==> src/hw/dibc_consts.svh <==
// Constants for the input bus and clock mode block
`ifndef DIBC_CONSTS_SVH
`define DIBC_CONSTS_SVH
`define DIBC_DATA_W       16
`define DIBC_SEL_2X       2'h0
`define DIBC_SEL_4X       2'h1
`define DIBC_SEL_8X       2'h2
`define DIBC_SEL_16X      2'h3
`define DIBC_STAGES       4
`define DIBC_DIV_W        4
`define DIBC_DUAL_BUS     1'h0
`define DIBC_INTERLEAVE   1'h1
`endif

==> src/hw/dibc_pkg.sv <==
// Types shared by the input bus and clock mode block
package dibc_pkg;
  typedef enum logic [1:0] {DIBC_X2, DIBC_X4, DIBC_X8, DIBC_X16} dibc_rate_t;
  typedef enum logic {DIBC_PHASE_A, DIBC_PHASE_B} dibc_phase_t;
endpackage

==> src/hw/dibc_stage_if.sv <==
// Carrier between the top and the stage clock divider
`timescale 1ns/10ps
`default_nettype none
interface dibc_stage_if;
  logic [1:0] rateSel;
  logic [3:0] stageEn;
  logic [3:0] stageActive;
  logic       dataClk;
  modport ctl (output rateSel, input stageEn, input stageActive, input dataClk);
  modport div (input rateSel, output stageEn, output stageActive, output dataClk);
endinterface
`default_nettype wire

==> src/hw/dibc_stage_div.sv <==
// Sub-harmonic enable divider for the interpolation filter chain
`timescale 1ns/10ps
`default_nettype none
`include "dibc_consts.svh"
module dibc_stage_div
  import dibc_pkg::*;
#(
  parameter int STAGES = `DIBC_STAGES
)
(
  // Clock and reset
  input  wire logic sys_clk,
  input  wire logic rst_n,
  // Divider carrier
  dibc_stage_if.div stg
);
  initial if (STAGES != `DIBC_STAGES) $error("dibc_stage_div: STAGES must be 4");

  logic [`DIBC_DIV_W-1:0] cnt_reg;
  logic [`DIBC_DIV_W-1:0] cnt_next;
  logic [STAGES-1:0]      en_next;
  logic [STAGES-1:0]      en_reg;

  // Stage n ticks once per 2^(n+1) sample clocks
  genvar g;
  generate
    for (g = 0; g < STAGES; g++)
    begin : g_stage
      assign en_next[g] = &cnt_next[g:0];
      assign stg.stageActive[g] = (g <= int'(stg.rateSel));
    end
  endgenerate

  always_comb
  begin
    cnt_next = cnt_reg + `DIBC_DIV_W'(1);
  end

  always_ff @(posedge sys_clk or negedge rst_n)
  begin
    if (!rst_n)
    begin
      cnt_reg <= '0;
      en_reg  <= '0;
    end
    else
    begin
      cnt_reg <= cnt_next;
      en_reg  <= en_next;
    end
  end

  assign stg.stageEn = en_reg & stg.stageActive;
  // Data clock runs at sample rate divided by the interpolation factor
  assign stg.dataClk = cnt_reg[stg.rateSel];

  a_stage_one_rate: assert property (@(posedge sys_clk) disable iff (!rst_n)
    stg.stageEn[0] |=> !stg.stageEn[0] ##1 stg.stageEn[0])
    else $error("First stage enable not at half rate");
  a_stage_cascade: assert property (@(posedge sys_clk) disable iff (!rst_n)
    stg.stageEn[1] |-> stg.stageEn[0] && stg.rateSel != `DIBC_SEL_2X)
    else $error("Second stage active at lowest factor");
  c_stage_all: cover property (@(posedge sys_clk) disable iff (!rst_n) stg.stageEn[3]);
endmodule // dibc_stage_div
`default_nettype wire

==> src/hw/dibc_input_ctl.sv <==
// Input bus arrangement, clock mode and filter stage clocking
// Overview of operation
// - PLL enabled drives lock indicator on pin
// - Stage n clocked at sample rate/2^(n+1)
// - 2x one stage; each doubling adds one
// - Interleave select low gives dual-bus mode
// - Dual-bus: capture A as I, B as Q
// - PLL mode uses PLL sample tick, else external
// - External mode outputs sample clock/factor; dual-clock drives pin low
// - Interleave: alternate A words to A, B
`timescale 1ns/10ps
`default_nettype none
`include "dibc_consts.svh"
module dibc_input_ctl
  import dibc_pkg::*;
#(
  parameter int DATA_W = `DIBC_DATA_W
)
(
  // Clock and reset
  input  wire logic              sys_clk,
  input  wire logic              rst_n,
  // Configuration
  input  wire logic              busInterleaveSelect,
  input  wire logic              pllEnable,
  input  wire logic              dualClockMode,
  input  wire logic [1:0]        rateSel,
  input  wire logic [1:0]        rangeDiv,
  input  wire logic              txEnable,
  // Clock sources
  input  wire logic              pllLocked,
  input  wire logic              pllSampleTick,
  input  wire logic              extSampleTick,
  // Data buses
  input  wire logic [DATA_W-1:0] dataBusA,
  input  wire logic [DATA_W-1:0] dataBusB,
  // Channel outputs
  output logic [DATA_W-1:0]      chanAData,
  output logic [DATA_W-1:0]      chanBData,
  output logic                   chanValid,
  // Status and clocking outputs
  output logic                   lockOrClockOutput,
  output logic                   sampleTick,
  output logic [3:0]             stageEn,
  output logic [1:0]             pllRangeSel
);
  initial if (DATA_W < 1) $error("dibc_input_ctl: DATA_W must be positive");

  dibc_stage_if stg ();

  dibc_stage_div #(.STAGES(`DIBC_STAGES)) u_div (
    .sys_clk (sys_clk),
    .rst_n   (rst_n),
    .stg     (stg)
  );

  assign stg.rateSel = rateSel;
  assign stageEn     = stg.stageEn;
  assign pllRangeSel = rangeDiv;

  // ==========================================================
  // Clock mode
  logic pinOut_reg;
  logic pinOut_next;

  always_comb
  begin
    sampleTick = pllEnable ? pllSampleTick : extSampleTick;
    if (pllEnable)
      pinOut_next = pllLocked;
    else if (dualClockMode)
      pinOut_next = 1'h0;
    else
      pinOut_next = stg.dataClk;
  end

  // ==========================================================
  // Data capture
  dibc_phase_t       phase_reg;
  dibc_phase_t       phase_next;
  logic              txPrev_reg;
  logic [DATA_W-1:0] a_reg;
  logic [DATA_W-1:0] a_next;
  logic [DATA_W-1:0] b_reg;
  logic [DATA_W-1:0] b_next;
  logic              valid_reg;
  logic              valid_next;

  always_comb
  begin
    a_next     = a_reg;
    b_next     = b_reg;
    phase_next = phase_reg;
    valid_next = 1'h0;
    if (busInterleaveSelect == `DIBC_DUAL_BUS)
    begin
      a_next     = dataBusA;
      b_next     = dataBusB;
      valid_next = 1'h1;
      phase_next = DIBC_PHASE_A;
    end
    else
    begin
      case (phase_reg)
        DIBC_PHASE_A:
        begin
          a_next     = dataBusA;
          phase_next = DIBC_PHASE_B;
        end
        DIBC_PHASE_B:
        begin
          b_next     = dataBusA;
          valid_next = 1'h1;
          phase_next = DIBC_PHASE_A;
        end
        default: phase_next = DIBC_PHASE_A;
      endcase
      if (txEnable && !txPrev_reg)
      begin
        a_next     = dataBusA;
        phase_next = DIBC_PHASE_B;
        valid_next = 1'h0;
      end
    end
  end

  always_ff @(posedge sys_clk or negedge rst_n)
  begin
    if (!rst_n)
    begin
      phase_reg  <= DIBC_PHASE_A;
      txPrev_reg <= 1'h0;
      a_reg      <= '0;
      b_reg      <= '0;
      valid_reg  <= 1'h0;
      pinOut_reg <= 1'h0;
    end
    else
    begin
      phase_reg  <= phase_next;
      txPrev_reg <= txEnable;
      a_reg      <= a_next;
      b_reg      <= b_next;
      valid_reg  <= valid_next;
      pinOut_reg <= pinOut_next;
    end
  end

  assign chanAData         = a_reg;
  assign chanBData         = b_reg;
  assign chanValid         = valid_reg;
  assign lockOrClockOutput = pinOut_reg;

  // ==========================================================
  // Checks
  a_lock_follow: assert property (@(posedge sys_clk) disable iff (!rst_n)
    pllEnable |=> lockOrClockOutput == $past(pllLocked))
    else $error("Lock pin does not follow PLL lock");
  a_dual_capture: assert property (@(posedge sys_clk) disable iff (!rst_n)
    !busInterleaveSelect |=> chanAData == $past(dataBusA) && chanBData == $past(dataBusB))
    else $error("Dual-bus capture mismatch");
  a_dual_valid: assert property (@(posedge sys_clk) disable iff (!rst_n)
    !busInterleaveSelect |=> chanValid)
    else $error("Dual-bus mode not streaming");
  a_clk_source: assert property (@(posedge sys_clk) disable iff (!rst_n)
    sampleTick == (pllEnable ? pllSampleTick : extSampleTick))
    else $error("Wrong sample clock source");
  a_ext_clock_out: assert property (@(posedge sys_clk) disable iff (!rst_n)
    !pllEnable && !dualClockMode |=> lockOrClockOutput == $past(stg.dataClk))
    else $error("Divided clock not on pin");
  a_ilv_alternate: assert property (@(posedge sys_clk) disable iff (!rst_n)
    busInterleaveSelect && !(txEnable && !txPrev_reg) && phase_reg == DIBC_PHASE_B
    |=> chanBData == $past(dataBusA) && chanValid)
    else $error("Interleave B word not captured");
  a_ilv_start: assert property (@(posedge sys_clk) disable iff (!rst_n)
    busInterleaveSelect && txEnable && !txPrev_reg |=> chanAData == $past(dataBusA))
    else $error("Interleave restart not on channel A");
  a_range_pass: assert property (@(posedge sys_clk) disable iff (!rst_n)
    pllRangeSel == rangeDiv && stg.rateSel == rateSel)
    else $error("Range or rate select lost");
  c_dual: cover property (@(posedge sys_clk) disable iff (!rst_n) !busInterleaveSelect ##1 chanValid);
  c_ilv: cover property (@(posedge sys_clk) disable iff (!rst_n) busInterleaveSelect ##2 chanValid);
  c_pll: cover property (@(posedge sys_clk) disable iff (!rst_n) pllEnable && pllLocked);
endmodule // dibc_input_ctl
`default_nettype wire

==> config.mk <==
export PLATFORM = sky130hd
export DESIGN_NAME = dibc_input_ctl
export DESIGN_NICKNAME = d
export VERILOG_FILES = /design/src/hw/dibc_pkg.sv /design/src/hw/dibc_stage_if.sv /design/src/hw/dibc_stage_div.sv /design/src/hw/dibc_input_ctl.sv
export VERILOG_INCLUDE_DIRS = /design/src /design/src/hw
export SDC_FILE = /design/constraint.sdc
export NUM_CORES = 1
export LEC_CHECK = 0
export BUFFER_PORTS_ARGS = -buffer_cell sky130_fd_sc_hd__buf_2
export CORE_MARGIN = 5
export CORE_UTILIZATION = 38
export CTS_CLUSTER_DIAMETER = 30
export CTS_CLUSTER_SIZE = 10
export DETAILED_ROUTE_END_ITERATION = 12
export PLACE_DENSITY = 0.77
export SLEW_MARGIN = 10
export SYNTH_ARGS = -nofsm -noshare
export SYNTH_HDL_FRONTEND = slang
export SYNTH_SLANG_ARGS = --single-unit
==> constraint.sdc <==
create_clock -name sys_clk -period 3 [get_ports sys_clk]
set_input_delay 0.45 -clock sys_clk [delete_from_list [all_inputs] [get_ports sys_clk]]
set_output_delay 0.45 -clock sys_clk [all_outputs]
set_load 0.01 [all_outputs]
# After elaboration in Yosys (flattened, before gate mapping)
# Index checks and enable logic that the tools add are counted.
op_classes:
  addsub: 1
  n_lt_le_gt_ge: 4
  n_eq_ne: 2
  n_mux: 16
  n_bitwise: 2
  n_reduce_logical: 5
ops:
  columns: ["op", "n"]
  rows:
  - ["16-bit 2-to-1 mux", 5]
  - ["1-bit 2-to-1 mux", 9]
  - ["4-bit by 1-bit adder with 4-bit output, second input constant", 1]
  - ["4-bit AND", 1]
  - ["2-bit less-or-equal comparator, first input constant", 2]
  - ["4-bit AND reduction", 1]
  - ["2-bit by 3-bit less-than comparator with 1-bit output, second input constant", 1]
  - ["3-bit by 2-bit != test with 1-bit output, second input constant", 1]
  - ["3-bit AND reduction", 1]
  - ["1-bit binary-select mux with 2-bit select", 1]
  - ["1-bit by 2-bit less-or-equal comparator with 1-bit output, first input constant", 1]
  - ["2-bit by 1-bit != test with 1-bit output, second input constant", 1]
  - ["1-bit case mux with 2 select lines", 1]
  - ["2-bit AND reduction", 1]
  - ["1-bit logical AND", 1]
  - ["1-bit logical NOT", 1]
  - ["1-bit NOT", 1]
totals:
  regBits: 44
  in_bits: 45

# Longest topological paths before layout
depth:
  ltp_word: 4
  depth_mapped: 4

# Modules after synthesis
# From an unflattened synthesis, not the netlist that was laid out.
unflattened:
  cells_unflattened: 149
  hier_area_um2: 1905.6
by_module_without_submodules:
  columns: ["module", "n_inst", "cells_each", "area_per_inst_um2", "seq_area_each_um2"]
  rows:
  - ["dibc_input_ctl", 1, 119, 1555.2, 900.9]
  - ["dibc_stage_div", 1, 30, 350.3, 175.2]

# Worst setup path before layout
# OpenSTA, ideal clock, no wires.
synth_timing:
  path_kind: "input to register"
  startpoint: "input txEnable"
  endpoint: "register a_reg[10] (netlist: chanAData[10])"
  setup_time_ps: 125
  t_arrival_ps: 1262
  required_ps: 2875
  setup_slack_ps: 1613
  cell_stages: 4
  path_buffers: 1
  path_cell_list: "inv_1 > o211ai_4 > buf_8 > mux2_4"
synth_via:
  elab_chain_cells: 3
  elab_cells_between_ends: 4
synth_lines:
  columns: ["element", "line", "text"]
  rows:
  - ["start: declaration", "dibc_input_ctl.sv:29", "input wire logic txEnable,"]
  - ["1-bit logical AND *", "dibc_input_ctl.sv:118", "if (txEnable && !txPrev_reg)"]
  - ["16-bit 2-to-1 mux", "dibc_input_ctl.sv:118", null]
  - ["16-bit 2-to-1 mux", "dibc_input_ctl.sv:95", "if (busInterleaveSelect == `DIBC_DUAL_BUS)"]
  - ["end signal: assignment", "dibc_input_ctl.sv:142", "a_reg <= a_next;"]
  - ["end: declaration", "dibc_input_ctl.sv:82", "logic [DATA_W-1:0] a_reg;"]
# Mark *: on every way between the ends. The rest lies on a longest branch, timed or not.
# A chain may end at the register's enable or synchronous reset.

# Final worst setup path
layout_timing:
  startpoint: "register txPrev_reg"
  endpoint: "register a_reg[0] (netlist: chanAData[0])"
layout_via:
  elab_chain_cells: 4
  elab_cells_between_ends: 5
layout_lines:
  columns: ["element", "line", "text"]
  rows:
  - ["start: declaration", "dibc_input_ctl.sv:81", "logic txPrev_reg;"]
  - ["start signal: assignment", "dibc_input_ctl.sv:141", "txPrev_reg <= txEnable;"]
  - ["1-bit logical NOT *", "dibc_input_ctl.sv:118", null]
  - ["1-bit logical AND *", "dibc_input_ctl.sv:118", null]
  - ["16-bit 2-to-1 mux", "dibc_input_ctl.sv:118", null]
  - ["16-bit 2-to-1 mux", "dibc_input_ctl.sv:95", null]
# Marked as above.

==> reports/metrics.csv <==
stage,metric,value,unit
finish,Antenna Cells,0,
global_routing,vias in the first global route,1356,
min_path,Min-Delay Path Class,input pin to flop,
placement,Place WS,1.18,ns
global_routing,largest net degree at the start of global routing,44,
logic_synthesis,register area share after synthesis,58.3,%
critical_path,CP top delay family,compound AO/OA/AOI/OAI gates,
cts,"Reg clk slew, reported paths",0.08,ns
finish,final instance area,0.00239,mm2
power,Leak Pwr,1.23,nW
timing,clk_skew,0.00808,ns
finish,fin nets,265,
routing,final wirelength,3.96,mm
timing,Setup WS post-layout,1.45,ns
logic_synthesis,syn_nets,185,
placement,placed cell area,0.00227,mm2
global_routing,grt total ovfl,0,
routing,DR vias,1305,
logic_synthesis,synthesized instance count,138,
floorplanning,die width,79.7,um
floorplanning,# IOs,86,
logic_synthesis,synthesized area,0.00184,mm2
routing,DR DRC count,0,
cts,clock buffer depth,2,
logic_synthesis,Avg Inst Size Synth,13.4,um2
timing,Slew Limit Headroom,37.9,%
logic_synthesis,synth unique cells,24,
routing,Avg WL per Cell,13.8,um
logic_synthesis,top_reg_cell synth,dfrtp_1,
placement,gpl congestion,0.670,
timing,share of the clock period used by the worst path,51.7,%
power,Pwr Density,548,mW/mm2
critical_path,Worst path slowest cell,o211ai_4,
global_routing,initial antenna violation count,0,
critical_path,"Max FO, Critical Path",16,
routing,drt pass-1 iters,4,
placement,IO Port Bufs,81,
cts,H-tree depth,2,
logic_synthesis,Async SR Flop Fraction,100,%
critical_path,Worst path max stage delay,0.62,ns
cts,cts bufs inserted,5,
timing,fmax,0.645,GHz
routing,Via-to-Cell Ratio,4.56,
critical_path,CP startpoint kind,flop,
timing,Setup TNS Final,0,ns
floorplanning,die height,79.7,um
cts,number of gates resized after CTS,0,
floorplanning,total core area,0.00472,mm2
timing,setup violators final,0,
global_routing,first-pass GRT wire length,6.59,mm
cts,worst skew pair latency,0.29,ns
routing,Routed Antenna Nets,0,
critical_path,crit path DAT,1.74,ns
floorplanning,initial core utilization,39.0,%
run_status,status,"finished, final reports clean",
logic_synthesis,warnings from Yosys,0,
timing,Max Slew Vio Count,0,
critical_path,WS Path Type,flop to flop,
critical_path,"Req. time, crit path",3.19,ns
timing,fin crit period,1.55,ns
global_routing,Total GRT Usage,13.6,%
cts,TritonCTS clock tree,done,
cts,Clock Tree Root,clkbuf_8,
cts,"Setup Fix Bufs, Post-CTS",0,
logic_synthesis,Yosys reg bits,43,
routing,DR iter-0 viols,42,
power,total power,1.31,mW
cts,Sink Count,43,
cts,hold_buf cts,0,
timing,Final Hold Viols,0,
critical_path,Critical Path End Type,flop,
timing,RSZ-0062 raised after global routing,false,
logic_synthesis,Post-synth EDFFs,0,
run,max-cap viol count,0,
critical_path,Buffers & Inverters on Critical Path,0,
critical_path,worst-path cell chain,"o211ai_4, mux2_2",
floorplanning,Die Footprint,0.00635,mm2
finish,area grow syn2layout,29.6,%
timing,slew of the pin with the lowest slew margin,0.932,ns
floorplanning,number of placement rows,25,
power,Peak VDD IR,0.232,mV
finish,share of layout cells above drive strength 1,50.2,%
## power breakdown
group / switching, mW / internal [mW] / total (mW)
combinational: 0.103 / 0.100 / 0.203
sequential: 0.0216 / 0.621 / 0.643
clock: 0.194 / 0.269 / 0.464
total: 0.319 / 0.991 / 1.31
## cells by family after synthesis
| logic type | Yosys count | share of synthesized area [%] |
|---|---|---|
| flops | 43 | 58.3 |
| mux | 34 | 22.3 |
| buf+inv | 13 | 4.75 |
| compound gates | 20 | 6.65 |
| simple gates | 24 | 5.63 |
| xor+xnor | 2 | 0.950 |
| fa+ha+maj | 2 | 1.36 |
## stage by stage
stage | hold WS (ns) | cells | util, %
after floorplan | 0.154 | 138 | -
after global placement | 0.479 | 278 | 48.1
after detailed placement | 0.489 | 278 | 48.1
after CTS | 0.262 | 286 | 50.6
after global routing | 0.256 | 286 | 50.6
final | 0.274 | 286 | 50.6
## worst paths after layout
path                                            start                           to  slack [ns]  cells after the start
max                              txPrev_reg$_DFF_PN0_     chanAData[0]$_DFFE_PN0P_        1.45                      2
min                                          txEnable         txPrev_reg$_DFF_PN0_        0.27                      1
max reg2reg                      txPrev_reg$_DFF_PN0_     chanAData[0]$_DFFE_PN0P_        1.45                      2
min reg2reg                u_div.cnt_reg[3]$_DFF_PN0_   u_div.cnt_reg[3]$_DFF_PN0_        0.50                      1
max in group asynchronous                       rst_n  lockOrClockOutput$_DFF_PN0_        2.13                      1
min in group asynchronous                       rst_n    chanBData[15]$_DFFE_PN0P_        0.29                      1
## placed cells by master, fill, tap and decap left out, drive strengths merged
cell type / instances
a21oi: 16
inv: 3
nor2: 17
clkinv: 1
o21ai: 1
clkbuf: 6
and3: 1
xnor2: 1
mux2: 17
o21a: 1
mux4: 1
bufinv: 1
o211ai: 1
buf: 83
nand2: 1
a22o: 1
ha: 2
xor2: 1
nand3: 1
and2: 4
mux2i: 16
dfrtp: 43
## worst reg2reg max path, stage by stage, from the launching register on
cell      delay (ns)
dfrtp_1         0.41
o211ai_4        0.62
mux2_2          0.42
## area by class of cell
class                           count  area, um2
Timing Repair Buffer               83        420
Inverter                            3       11.3
Tap cell                           67       83.8
Clock buffer                        6       82.6
Fill cell                         454       2330
Multi-Input combinational cell     82        681
Sequential cell                    43       1080
Clock inverter                      2       35.0
## layer usage
metal  global-route usage [%]  up-vias  routed length (um)  share of wire (%)
met3                     5.53        6                 399                 10
met4                     3.61        0                  47                1.2
met1                     17.0      619                1680                 42
met5                        0        -                   0                  0
li1                         -      627                   -                  -
met2                     21.8       53                1830                 46
## synthesized netlist by cell type (2+ instances only)
| cell type | number | share of area, % |
|---|---|---|
| clkbuf_1 | 2 | 0.41 |
| buf_4 | 5 | 2.0 |
| mux2_4 | 10 | 8.1 |
| dfrtp_1 | 43 | 58 |
| ha_1 | 2 | 1.4 |
| a21oi_1 | 16 | 4.3 |
| nor2_1 | 17 | 3.5 |
| mux2i_1 | 16 | 8.7 |
| and2_1 | 4 | 1.4 |
| mux2_2 | 7 | 4.3 |
| inv_1 | 3 | 0.61 |
Note: power is estimated with default switching activity, not from simulation.
